**src/uart_fifo_pkg.sv**
```systemverilog
// Shared constants and carrier types for the FIFO level and trigger block
// ============================================================
// Summary of operation
// Read transmit FIFO character count, 0 to 64
// Write transmit trigger level, 0 to 64
// Transmit request when count below trigger level
// Read receive FIFO character count, 0 to 64
// Write receive trigger level, 0 to 64
// Receive request when count reaches trigger level
// Reset clears change bits, loads modem levels; here levels reset to zero and are caught from the pins after release
// Counts follow entries and exits, zero after reset
// ============================================================
package uart_fifo_pkg;

   // ============================================================
   // Widths and sizes
   localparam int DATA_W     = 32;
   localparam int ADDR_W     = 8;
   localparam int SEL_W      = 4;
   localparam int LEVEL_W    = 8;
   localparam int MODEM_W    = 4;
   localparam int FIFO_DEPTH = 64;

   // ============================================================
   // Register offsets, per channel relative to the channel base, then the channel stride and the absolute shared addresses
   localparam logic [7:0] REG_TX_OCC    = 8'h00;
   localparam logic [7:0] REG_TX_THR    = 8'h04;
   localparam logic [7:0] REG_RX_OCC    = 8'h08;
   localparam logic [7:0] REG_RX_THR    = 8'h0c;
   localparam logic [7:0] REG_MODEM     = 8'h10;
   localparam logic [7:0] CH_STRIDE     = 8'h20;
   localparam logic [7:0] REG_IRQ_STAT  = 8'h40;
   localparam logic [7:0] REG_IRQ_MASK  = 8'h44;
   localparam logic [7:0] REG_TRIG_VIEW = 8'h48;

   // ============================================================
   // Reset values and field layout
   localparam logic [7:0] LEVEL_RESET   = 8'h00;
   localparam logic [7:0] MASK_RESET    = 8'h00;
   localparam logic [3:0] DELTA_RESET   = 4'h0;
   localparam int IRQ_TX_BIT    = 0;
   localparam int IRQ_RX_BIT    = 1;
   localparam int IRQ_MODEM_BIT = 2;
   localparam int IRQ_PER_CH    = 3;

   // ============================================================
   // Carrier types
   typedef struct packed {
      logic push;
      logic pop;
   } fifo_move_t;

   typedef struct packed {
      logic               cyc;
      logic               stb;
      logic               we;
      logic [ADDR_W-1:0]  adr;
      logic [SEL_W-1:0]   sel;
      logic [DATA_W-1:0]  dat;
   } wb_req_t;

endpackage

```
**src/fifo_level_counter.sv**
```systemverilog
// Occupancy counter that tracks characters entering and leaving one FIFO
`timescale 1ns/1ps
module fifo_level_counter #(
   parameter int DEPTH = uart_fifo_pkg::FIFO_DEPTH,
   parameter int W     = uart_fifo_pkg::LEVEL_W
) (
   // Clock and reset
   input  wire logic                     clk_in,
   input  wire logic                     resetn_in,
   // Character movement
   input  wire uart_fifo_pkg::fifo_move_t move_in,
   // Current occupancy
   output logic [W-1:0]                  level_out
);

   localparam logic [W-1:0] FULL = W'(DEPTH);
   localparam logic [W-1:0] ONE  = W'(1);

   // ============================================================
   // Count update; a push into a full FIFO or a pop from an empty
   // one is dropped so the count never leaves 0..DEPTH
   always_ff @(posedge clk_in or negedge resetn_in) begin
      if (!resetn_in) begin
         level_out <= uart_fifo_pkg::LEVEL_RESET;
      end else if (move_in.push && !move_in.pop &&
                   level_out < FULL) begin
         level_out <= level_out + ONE;
      end else if (move_in.pop && !move_in.push &&
                   level_out != '0) begin
         level_out <= level_out - ONE;
      end
   end

endmodule

```
**src/modem_line_tracker.sv**
```systemverilog
// Modem line levels with sticky change bits for one channel
`timescale 1ns/1ps
module modem_line_tracker #(
   parameter int W = uart_fifo_pkg::MODEM_W
) (
   // Clock and reset
   input  wire logic           clk_in,
   input  wire logic           resetn_in,
   // Modem pins, asynchronous
   input  wire logic [W-1:0]   lines_in,
   // Clear of change bits on a read
   input  wire logic           clear_in,
   // Status: levels high, change bits low
   output logic [2*W-1:0]      state_out,
   output logic                change_out
);

   logic [W-1:0] sync_a;
   logic [W-1:0] sync_b;
   logic [2:0]   fill;
   logic [W-1:0] next_delta;
   logic [W-1:0] changed;

   // ============================================================
   // Two-stage synchroniser; only sync_b is looked at
   always_ff @(posedge clk_in or negedge resetn_in) begin
      if (!resetn_in) begin
         sync_a <= '0;
         sync_b <= '0;
      end else begin
         sync_a <= lines_in;
         sync_b <= sync_a;
      end
   end

   // Change detection waits three edges after release: two for the
   // synchroniser to show the pins, one for the level field to
   // catch them; earlier, the reset zeros would look like changes
   assign changed = fill[2] ? (sync_b ^ state_out[2*W-1:W]) : '0;
   // Set wins over the read clear
   assign next_delta = (clear_in ? '0 : state_out[W-1:0]) | changed;

   // ============================================================
   // Levels are caught after release, since the async reset may
   // only load constants; change bits start clear
   always_ff @(posedge clk_in or negedge resetn_in) begin
      if (!resetn_in) begin
         fill       <= '0;
         state_out  <= {W'(0), uart_fifo_pkg::DELTA_RESET};
         change_out <= 1'b0;
      end else begin
         fill       <= {fill[1:0], 1'b1};
         change_out <= |changed;
         state_out  <= {sync_b, next_delta};
      end
   end

endmodule

```
**src/uart_fifo_level_trigger.sv**
```systemverilog
// FIFO occupancy, trigger levels and interrupts behind a Wishbone slave
`timescale 1ns/1ps
module uart_fifo_level_trigger #(
   parameter int NUM_CH = 2,
   parameter int DEPTH  = uart_fifo_pkg::FIFO_DEPTH
) (
   // Clock and reset
   input  wire logic                    clk_in,
   input  wire logic                    resetn_in,
   // Wishbone slave
   input  wire logic                    wb_cyc_in,
   input  wire logic                    wb_stb_in,
   input  wire logic                    wb_we_in,
   input  wire logic [7:0]              wb_adr_in,
   input  wire logic [3:0]              wb_sel_in,
   input  wire logic [31:0]             wb_dat_in,
   output logic [31:0]                  wb_dat_out,
   output logic                         wb_ack_out,
   // FIFO movement strobes from the UART cores
   input  wire logic [NUM_CH-1:0]       tx_push_in,
   input  wire logic [NUM_CH-1:0]       tx_pop_in,
   input  wire logic [NUM_CH-1:0]       rx_push_in,
   input  wire logic [NUM_CH-1:0]       rx_pop_in,
   // Modem input pins, four per channel
   input  wire logic [4*NUM_CH-1:0]     modem_in,
   // Trigger levels and interrupt
   output logic [NUM_CH-1:0]            tx_trigger_out,
   output logic [NUM_CH-1:0]            rx_trigger_out,
   output logic                         irq_out
);

   localparam int LW   = uart_fifo_pkg::LEVEL_W;
   localparam int MW   = uart_fifo_pkg::MODEM_W;
   localparam int IW   = uart_fifo_pkg::IRQ_PER_CH * NUM_CH;
   localparam int DW   = uart_fifo_pkg::DATA_W;

   // ============================================================
   // Register map, per channel c at base c*0x20:
   //   +0x00  transmit occupancy, read only, 0 to DEPTH
   //   +0x04  transmit trigger level, write only, reads as zero
   //   +0x08  receive occupancy, read only, 0 to DEPTH
   //   +0x0c  receive trigger level, write only, reads as zero
   //   +0x10  modem lines: levels in 7:4, change bits in 3:0
   // Shared registers:
   //   0x40   interrupt status, cleared by the read that shows it
   //   0x44   interrupt mask, same layout as the status
   //   0x48   trigger view: tx triggers low, rx triggers above
   // Status layout per channel c, three bits from bit 3c:
   //   +0     transmit level dropped below its trigger level
   //   +1     receive level climbed to its trigger level
   //   +2     a modem line changed in either direction
   // Level registers carry eight bits in lane 0; upper data bits
   // read as zero and are ignored on writes.
   // Trigger levels above DEPTH are kept as written: a transmit
   // trigger then holds even with a full FIFO, and a receive
   // trigger can never be reached. Software should keep to
   // 0..DEPTH.
   // After reset every count and level is zero, so each receive
   // trigger holds at once and raises its status bit on the
   // first edge; software should program levels, then read the
   // status once before it unmasks anything.

   // ============================================================
   // Bus request bundle and per-channel state
   uart_fifo_pkg::wb_req_t req;
   logic                   access;
   logic                   rd_access;
   logic                   wr_access;

   logic [LW-1:0]     tx_occ   [NUM_CH];
   logic [LW-1:0]     rx_occ   [NUM_CH];
   logic [LW-1:0]     tx_thr   [NUM_CH];
   logic [LW-1:0]     rx_thr   [NUM_CH];
   logic [2*MW-1:0]   modem    [NUM_CH];
   logic [NUM_CH-1:0] modem_chg;
   logic [NUM_CH-1:0] modem_rd;
   logic [NUM_CH-1:0] tx_thr_wr;
   logic [NUM_CH-1:0] rx_thr_wr;
   logic [NUM_CH-1:0] tx_low;
   logic [NUM_CH-1:0] rx_hit;

   // Interrupt state, three bits per channel
   logic [IW-1:0]     irq_stat;
   logic [IW-1:0]     irq_mask;
   logic [IW-1:0]     irq_set;
   logic [IW-1:0]     next_irq_stat;
   logic              stat_rd;
   logic              mask_wr;
   logic [DW-1:0]     next_rdata;

   assign req = '{cyc: wb_cyc_in, stb: wb_stb_in, we: wb_we_in,
                  adr: wb_adr_in, sel: wb_sel_in, dat: wb_dat_in};

   // ============================================================
   // Bus handshake
   // Ack one cycle after the strobe, never two in a row, so a
   // master that holds its strobe sees a fresh access each time.
   // Writes act at the edge where ack is high, which is the edge
   // the master samples, so each write lands exactly once.
   // Reads are taken one edge earlier, when the request is first
   // seen: the data is captured and any read-clear acts at that
   // same edge, so an event arriving while ack stands is kept
   // for the next read instead of being cleared unseen
   always_ff @(posedge clk_in or negedge resetn_in) begin
      if (!resetn_in) begin
         wb_ack_out <= 1'b0;
      end else begin
         wb_ack_out <= req.cyc && req.stb && !wb_ack_out;
      end
   end

   assign access    = req.cyc && req.stb && wb_ack_out;
   assign rd_access = req.cyc && req.stb && !wb_ack_out && !req.we;
   // Registers are at most eight bits wide, so only lane 0 carries a write
   assign wr_access = access && req.we && req.sel[0];

   // ============================================================
   // Per-channel counters, thresholds, triggers and modem state
   // Channel bases step by 0x20 and the shared registers start at
   // 0x40, so more than two channels would need a new map
   genvar c;
   generate
      for (c = 0; c < NUM_CH; c++) begin : g_ch
         localparam logic [7:0] BASE = 8'(c * 32'(uart_fifo_pkg::CH_STRIDE));

         // Strobe decode for this channel
         assign tx_thr_wr[c] = wr_access &&
                               req.adr == BASE + uart_fifo_pkg::REG_TX_THR;
         assign rx_thr_wr[c] = wr_access &&
                               req.adr == BASE + uart_fifo_pkg::REG_RX_THR;
         assign modem_rd[c]  = rd_access &&
                               req.adr == BASE + uart_fifo_pkg::REG_MODEM;

         // Transmit occupancy
         fifo_level_counter #(
            .DEPTH (DEPTH),
            .W     (LW)
         ) u_tx_cnt (
            .clk_in    (clk_in),
            .resetn_in (resetn_in),
            .move_in   ('{push: tx_push_in[c], pop: tx_pop_in[c]}),
            .level_out (tx_occ[c])
         );

         // Receive occupancy
         fifo_level_counter #(
            .DEPTH (DEPTH),
            .W     (LW)
         ) u_rx_cnt (
            .clk_in    (clk_in),
            .resetn_in (resetn_in),
            .move_in   ('{push: rx_push_in[c], pop: rx_pop_in[c]}),
            .level_out (rx_occ[c])
         );

         // Modem line levels and change bits
         // Pins are synchronised inside; change bits clear on read
         modem_line_tracker #(
            .W (MW)
         ) u_modem (
            .clk_in     (clk_in),
            .resetn_in  (resetn_in),
            .lines_in   (modem_in[c*MW +: MW]),
            .clear_in   (modem_rd[c]),
            .state_out  (modem[c]),
            .change_out (modem_chg[c])
         );

         // Transmit trigger level; values above 64 kept as written
         always_ff @(posedge clk_in or negedge resetn_in) begin
            if (!resetn_in) begin
               tx_thr[c] <= uart_fifo_pkg::LEVEL_RESET;
            end else if (tx_thr_wr[c]) begin
               tx_thr[c] <= req.dat[LW-1:0];
            end
         end

         // Receive trigger level; values above 64 kept as written
         always_ff @(posedge clk_in or negedge resetn_in) begin
            if (!resetn_in) begin
               rx_thr[c] <= uart_fifo_pkg::LEVEL_RESET;
            end else if (rx_thr_wr[c]) begin
               rx_thr[c] <= req.dat[LW-1:0];
            end
         end

         // Trigger conditions; a receive level of zero always holds
         assign tx_low[c] = tx_occ[c] < tx_thr[c];
         assign rx_hit[c] = rx_occ[c] >= rx_thr[c];

         // Registered transmit trigger, also used for edge detection
         always_ff @(posedge clk_in or negedge resetn_in) begin
            if (!resetn_in) begin
               tx_trigger_out[c] <= 1'b0;
            end else begin
               tx_trigger_out[c] <= tx_low[c];
            end
         end

         // Registered receive trigger, also used for edge detection
         always_ff @(posedge clk_in or negedge resetn_in) begin
            if (!resetn_in) begin
               rx_trigger_out[c] <= 1'b0;
            end else begin
               rx_trigger_out[c] <= rx_hit[c];
            end
         end

         // Events: a trigger becoming true, or any modem change
         // The edge is found against the registered output, so a
         // condition already true after reset raises one event
         assign irq_set[c*uart_fifo_pkg::IRQ_PER_CH +
                        uart_fifo_pkg::IRQ_TX_BIT] =
            tx_low[c] && !tx_trigger_out[c];
         assign irq_set[c*uart_fifo_pkg::IRQ_PER_CH +
                        uart_fifo_pkg::IRQ_RX_BIT] =
            rx_hit[c] && !rx_trigger_out[c];
         assign irq_set[c*uart_fifo_pkg::IRQ_PER_CH +
                        uart_fifo_pkg::IRQ_MODEM_BIT] = modem_chg[c];
      end
   endgenerate

   // ============================================================
   // Interrupt status, mask and output
   assign stat_rd = rd_access && req.adr == uart_fifo_pkg::REG_IRQ_STAT;
   assign mask_wr = wr_access && req.adr == uart_fifo_pkg::REG_IRQ_MASK;

   // A read clears the status, but an event in the same cycle wins.
   // Bits are sticky: software sees every event once even when the
   // trigger condition has already gone away again by the read
   assign next_irq_stat = (stat_rd ? '0 : irq_stat) | irq_set;

   // Status register; events are edges, not levels, so a trigger
   // that stays true raises one interrupt, not a stream
   always_ff @(posedge clk_in or negedge resetn_in) begin
      if (!resetn_in) begin
         irq_stat <= '0;
      end else begin
         irq_stat <= next_irq_stat;
      end
   end

   // Mask, written whole; data bits above the status width drop
   always_ff @(posedge clk_in or negedge resetn_in) begin
      if (!resetn_in) begin
         irq_mask <= IW'(uart_fifo_pkg::MASK_RESET);
      end else if (mask_wr) begin
         irq_mask <= req.dat[IW-1:0];
      end
   end

   // Registered so the line is glitch free; lags status by one cycle
   always_ff @(posedge clk_in or negedge resetn_in) begin
      if (!resetn_in) begin
         irq_out <= 1'b0;
      end else begin
         irq_out <= |(irq_stat & irq_mask);
      end
   end

   // ============================================================
   // Read data decode; threshold registers are write-only and read
   // as zero, as does any unmapped address. The view at 0x48 lets
   // software poll trigger levels without touching the status
   always_comb begin
      next_rdata = '0;
      if (req.adr == uart_fifo_pkg::REG_IRQ_STAT) begin
         next_rdata = DW'(irq_stat);
      end else if (req.adr == uart_fifo_pkg::REG_IRQ_MASK) begin
         next_rdata = DW'(irq_mask);
      end else if (req.adr == uart_fifo_pkg::REG_TRIG_VIEW) begin
         next_rdata = DW'({rx_trigger_out, tx_trigger_out});
      end else begin
         for (int i = 0; i < NUM_CH; i++) begin
            if (req.adr == 8'(i * 32'(uart_fifo_pkg::CH_STRIDE)) +
                           uart_fifo_pkg::REG_TX_OCC) begin
               next_rdata = DW'(tx_occ[i]);
            end else if (req.adr == 8'(i * 32'(uart_fifo_pkg::CH_STRIDE)) +
                                    uart_fifo_pkg::REG_RX_OCC) begin
               next_rdata = DW'(rx_occ[i]);
            end else if (req.adr == 8'(i * 32'(uart_fifo_pkg::CH_STRIDE)) +
                                    uart_fifo_pkg::REG_MODEM) begin
               next_rdata = DW'(modem[i]);
            end
         end
      end
   end

   // Read data is captured when the request is taken, so it stands
   // through the ack cycle, and is held until the next read
   always_ff @(posedge clk_in or negedge resetn_in) begin
      if (!resetn_in) begin
         wb_dat_out <= '0;
      end else if (rd_access) begin
         wb_dat_out <= next_rdata;
      end
   end

endmodule

```
**config.mk**
```make
export PLATFORM = sky130hd
export DESIGN_NAME = uart_fifo_level_trigger
export DESIGN_NICKNAME = d
export VERILOG_FILES = /design/src/uart_fifo_pkg.sv /design/src/fifo_level_counter.sv /design/src/modem_line_tracker.sv /design/src/uart_fifo_level_trigger.sv
export SDC_FILE = /design/constraint.sdc
export NUM_CORES = 1
export LEC_CHECK = 0
export BUFFER_PORTS_ARGS = -buffer_cell sky130_fd_sc_hd__buf_2
export CORE_UTILIZATION = 55
export DETAILED_ROUTE_END_ITERATION = 6
export GPL_TIMING_DRIVEN = 0
export PLACE_DENSITY = 0.88
export REMOVE_ABC_BUFFERS = 1
export SLEW_MARGIN = 25
export SYNTH_ARGS = -nofsm -noshare
export SYNTH_HDL_FRONTEND = slang
export SYNTH_SLANG_ARGS = --single-unit
```
**constraint.sdc**
```tcl
create_clock -name clk_in -period 3.1 [get_ports clk_in]
set_input_delay 0.465 -clock clk_in [delete_from_list [all_inputs] [get_ports clk_in]]
set_output_delay 0.465 -clock clk_in [all_outputs]
set_load 0.01 [all_outputs]
```
* Yosys cells after proc, flatten, opt, wreduce, memory -nomap -nowiden *
Index checks and enable logic that the tools add are counted.
Widths: inputs -> output; s select.

word-level totals
  input bits = 65
  output and inout port bits = 38
  register bits after elaboration = 154
  logic and storage cells = 143

operators by class
  multiplexer cells = 22
  $add $sub $neg = 8
  bitwise gates (word level) = 6
  equality and inequality tests = 12
  $lt $le $gt $ge = 8
  reductions and logical operators = 60

operators with widths
  operator             number
  $mux 32              6
  $mux 8               11
  $eq 8x6->1 const B   5
  $logic_and 1x1->1    34
  $add 8x1->8 const B  4
  $lt 8x7->1 const B   4
  $reduce_bool 8->1    4
  $sub 8x1->8 const B  4
  $eq 8x7->1 const B   3
  $eq 8x4->1 const B   2
  $ge 8x8->1           2
  $lt 8x8->1           2
  $mux 4               4
  $logic_not 1->1      14
  $eq 8x3->1 const B   1
  $eq 8x5->1 const B   1
  $logic_not 8->1      1
  $or 4x4->4           2
  $reduce_bool 2->1    4
  $reduce_or 4->1      2
  $xor 4x4->4          2
  $and 6x6->6          1
  $mux 6               1
  $or 6x6->6           1
  $reduce_or 6->1      1

* Longest topological paths before layout *
  depth in word-level cells = 10
  mapped depth = 9

* Cells and area by module *
Synthesis repeated with hierarchy kept, for this count alone.

unflattened totals
  cells, all modules = 742
  area total of the unflattened synthesis = 7516.0 sq um

modules (own cells, without submodules)
  module                   area an instance (sq um)  cells each  times used  seq. area each (sq um)
  uart_fifo_level_trigger  3812.4                    440         1           1451.4
  fifo_level_counter       630.6                     60          4           200.2
  modem_line_tracker       590.6                     31          2           500.5

* Least setup slack after synthesis *
No wires, ideal clock.

  path kind = in2reg
  start point = input port tx_pop_in[0]
  end point = register g_ch[0].u_tx_cnt.level_out[6]
  data arrival time = 2.519 ns
  buffers on the path = 0
  setup slack = 0.448 ns
  stages = 9
  path through = nor3_1 -> nand2_1 -> fa_1 -> a21o_1 -> a21oi_1 -> o21bai_1 -> a21oi_1 -> xor2_1 -> o21ai_0

between the ends
  longest elaborated chain between the ends = 4
  elaborated cells between the ends (all ways) = 7
  those cells by class = mux: 1; reduce/logical: 6

ends and longest elaborated chain
  what                                         line                           text
  start, declared                              uart_fifo_level_trigger.sv:21  input wire logic [NUM_CH-1:0] tx_pop_in,
  $logic_not 1->1                              fifo_level_counter.sv:25       end else if (move_in.push && !move_in.pop &&
  $logic_and 1x1->1 (2 in a row)               fifo_level_counter.sv:25
  $mux 8 or $reduce_bool 2->1 (tied branches)  -
  end signal, assigned                         fifo_level_counter.sv:24       level_out <= uart_fifo_pkg::LEVEL_RESET;
  end signal, assigned                         fifo_level_counter.sv:27       level_out <= level_out + ONE;
  end signal, assigned                         fifo_level_counter.sv:30       level_out <= level_out - ONE;
  end, declared                                fifo_level_counter.sv:13       output logic [W-1:0] level_out

Parallel ways exist; a longest one is shown, timed or not.
A chain may end at the register's enable or synchronous reset.

* Worst setup path in the final report *
  start point = register g_ch[0].u_tx_cnt.level_out[7]
  end point = register g_ch[0].u_tx_cnt.level_out[6]

between the ends
  longest elaborated chain between the ends = 3
  elaborated cells between the ends (all ways) = 6
  those cells by class = order compare: 1; mux: 1; reduce/logical: 4

ends and longest elaborated chain
  what                                             line
  $lt 8x7->1 or $reduce_bool 8->1 (tied branches)  fifo_level_counter.sv:26, fifo_level_counter.sv:29
  $logic_and 1x1->1, on equally long branches      fifo_level_counter.sv:25, fifo_level_counter.sv:28
  $mux 8 or $reduce_bool 2->1 (tied branches)      -

Parallel ways exist; a longest one is shown, timed or not.

==> reports/metrics.csv <==
stage,metric,value,unit
sta,Worst-Margin Slew,711,ps
logic_synthesis,"Seq/Total Area, Yosys",44.2,%
drt,iteration-0 DRC count of the detailed router,417,
cts,CTS root buf,clkbuf_16,
logic_synthesis,"EDFF count, synth",0,
die,area of the core,12700,µm²
critical_path,Worst Path Required,3380,ps
cts,CTS Buffer Depth,2,
layout,final std cells w/o fill,938,
drt,DR pass1 iterations,5,
power_and_ir_drop,Worst IR Drop VDD,0.621,mV
drt,routed len/inst,18.2,µm
placed_design,number of placed cells counting well taps,904,
logic_synthesis,Mapped Avg Cell Area,10.4,µm²
critical_path,crit path max-delay cell type,dfrtp_1,
layout,Multi-input gate area,3690,µm²
die,Initial Util,56.8,%
critical_path,CP Buf/Inv Count,0,
layout,share of layout cells above drive strength 1,17.5,%
critical_path,critical path class,flop to flop,
sta,final number of hold-violating endpoints,0,
min_path,Hold Path Class,input port to flop,
sta,Max Fclk,362,MHz
global_route,total global routing overflow,0,
critical_path,"Max FO, Critical Path",7,
global_route,total track usage,27.4,%
cts,Sink Count,127,
placed_design,port bufs,51,
logic_synthesis,Netlist cell types,68,
power_and_ir_drop,Static Leak,0.00374,µW
cts,CTS Buf Count,17,
layout,Final Util,64.3,%
logic_synthesis,synth warn,0,
cts,H-tree levels,4,
sta,fin. max-slew vios,0,
die,DIE WIDTH,116,µm
logic_synthesis,Post-synth ARST share,100,%
critical_path,crit path DAT,3040,ps
drt,routed wire length,17100,µm
logic_synthesis,Main synth FF type,dfrtp_1,
sta,Worst slew margin,52.2,%
sta,Final setup viols,0,
layout,fillers,995,
cts,CTS tree,done,
drt,via count,5525,
sta,unrepaired setup endpoints after global routing,false,
sta,Clock Skews,7.89,ps
die,# IOs,103,
placed_design,Detailed Place HPWL,12000,µm
die,# rows,41,
run_status,status,"complete, no violations",
drt,Post-DRT Antenna Nets,0,
critical_path,startpoint types,flop,
critical_path,CP max stage delay,500,ps
layout,Nets,875,
layout,Sequential Area,3180,µm²
logic_synthesis,register bit total from synthesis,127,
critical_path,worst path cell trace,nor3_2 -> nand2_1 -> fa_1 -> a21o_1 -> a21oi_1 -> o21bai_1 -> a21oi_1 -> xor2_1 -> o21ai_0,
placed_design,placer congestion estimate,0.956,
run,max cap viols,0,
sta,post-layout minimum cycle time,2760,ps
logic_synthesis,Mapped Area,7200,µm²
critical_path,Setup crit end kind,flop,
global_route,largest net degree at the start of global routing,72,
layout,design area,8150,µm²
global_route,vias in the first global route,5417,
global_route,first-pass GRT wire length,27300,µm
drt,Avg Vias per Cell,5.89,
die,die area,13500,µm²
power_and_ir_drop,PwrDens,823,nW/µm²
sta,period utilisation layout,89.0,%
die,Die Y,116,µm
placed_design,area post-placement,7540,µm²
critical_path,most frequent CP cell,a21oi_1,
cts,insertion delay to the later sink of the worst-skew pair,420,ps
layout,Area Growth Syn to Fin,13.2,%
drt,detailed-route DRC error count,0,
critical_path,critical path's top delay family,compound AO/OA/AOI/OAI gates,
sta,Fin Hold WS,151,ps
cts,Worst-path clk slew,50,ps
logic_synthesis,Post-Syn Instances,695,
global_route,antenna violations before repair,0,
power_and_ir_drop,Total Power,6710,µW
==> flip-flops by register name, indices dropped and copies added, names as in the netlist <==
signal / flops
g_ch.u_modem.change_out: 2
g_ch.u_modem.fill: 3
g_ch.u_modem.state_out: 16
g_ch.u_modem.sync_a: 8
g_ch.u_modem.sync_b: 8
g_ch.u_rx_cnt.level_out: 16
g_ch.u_tx_cnt.level_out: 16
irq_mask: 6
irq_out: 1
irq_stat: 6
rx_thr: 16
rx_trigger_out: 2
tx_thr: 16
tx_trigger_out: 2
wb_ack_out: 1
wb_dat_out: 8
==> worst paths after layout <==
kind,startpoint,end,slack (ps),cells after the start
max in group asynchronous,resetn_in,g_ch[1].u_rx_cnt.level_out[2],1860,3
min,modem_in[7],g_ch[1].u_modem.sync_a[3],150,1
max reg2reg,g_ch[0].u_tx_cnt.level_out[7],g_ch[0].u_tx_cnt.level_out[6],340,9
max,g_ch[0].u_tx_cnt.level_out[7],g_ch[0].u_tx_cnt.level_out[6],340,9
min in group asynchronous,resetn_in,g_ch[1].u_tx_cnt.level_out[4],570,2
min reg2reg,g_ch[1].u_modem.fill[1],g_ch[0].u_modem.fill[2],350,0
==> stage by stage <==
stage	worst slack, ps	setup TNS, ps
2_1_floorplan	448	0
3_3_place_gp	-19.5	-1390
3_5_place_dp	35.7	0
4_1_cts	59.6	0
5_1_grt	103	0
6_report	340	0
==> area by class of cell <==
class,count,area share [%]
inverter,49,2.26
clock buffer,22,5.70
antenna,1,0.0307
sequential,127,39.0
timing repair buffer,53,3.72
tap,172,2.64
clock inverter,10,1.37
multi-input combinational,504,45.3
==> where the power goes <==
group	internal (µW)	total (µW)	switching [µW]
combinational	1110	2350	1240
sequential	1920	2430	511
clock	1220	1930	708
==> logic make-up (layout without fill, tap and decap cells) <==
logic type | count (synthesis) | after routing | synth area share, %
muxes | 42 | 42 | 6.52
other | 2 | 26 | 0.104
buffers and inverters | 87 | 134 | 6.00
DFF | 127 | 127 | 44.2
adders and majority gates | 58 | 58 | 10.5
and+or+nand+nor | 149 | 149 | 10.9
AOI/OAI and AO/OA | 199 | 199 | 18.1
xor gates and xnor gates | 31 | 31 | 3.77
==> cells in the final DEF (no fill, tap or decap), types with 4 or more instances in the layout <==
| master | netlist | final |
|---|---|---|
| or4_1 | 9 | 9 |
| dfrtp_1 | 127 | 127 |
| nand2b_1 | 11 | 11 |
| clkbuf_16 | 0 | 17 |
| buf_2 | 6 | 50 |
| fa_1 | 4 | 4 |
| a22o_1 | 10 | 10 |
| inv_1 | 49 | 49 |
| nand3_1 | 7 | 7 |
| and3_1 | 4 | 4 |
| a22oi_1 | 4 | 4 |
| o21ai_0 | 49 | 49 |
| xor2_1 | 17 | 17 |
| o21bai_1 | 6 | 6 |
| a21oi_1 | 56 | 56 |
| ha_1 | 54 | 54 |
| a211oi_1 | 4 | 4 |
| mux2i_1 | 6 | 6 |
| clkinv_2 | 0 | 4 |
| nor2b_1 | 5 | 5 |
| mux2_2 | 35 | 35 |
| o21a_1 | 6 | 6 |
| xnor2_1 | 14 | 14 |
| nor2_1 | 30 | 30 |
| a21o_1 | 22 | 22 |
| conb_1 | 2 | 25 |
| a221oi_1 | 6 | 6 |
| nor3_1 | 14 | 12 |
| nand2_1 | 49 | 49 |
==> Yosys cell counts, drive strengths merged (17+ instances only) <==
| master | count | area [µm²] |
|---|---|---|
| inv | 49 | 184 |
| mux2 | 36 | 409 |
| xor2 | 17 | 149 |
| nand2 | 50 | 190 |
| o21ai | 52 | 264 |
| ha | 54 | 676 |
| nor2 | 33 | 136 |
| buf | 33 | 229 |
| dfrtp | 127 | 3180 |
| a21oi | 58 | 305 |
| a21o | 22 | 165 |
==> timing repair <==
| action | CTS | global route |
|---|---|---|
| hold buffers | 1 | 0 |
| gates resized for setup | 0 | 1 |
| setup buffers | 0 | 0 |
| setup endpoints to repair | 0 | 2 |
| endpoints found under the hold margin | 56 | 0 |
==> layer usage <==
metal  part of all wire, %  up-vias  track usage [%]
met5                     0        -                0
met4                   2.8        0             11.2
met3                   6.3       42             6.33
li1                      -     2572                -
met2                    48      190             45.3
met1                    43     2721             34.8
Power figures use the tool's default switching activity.
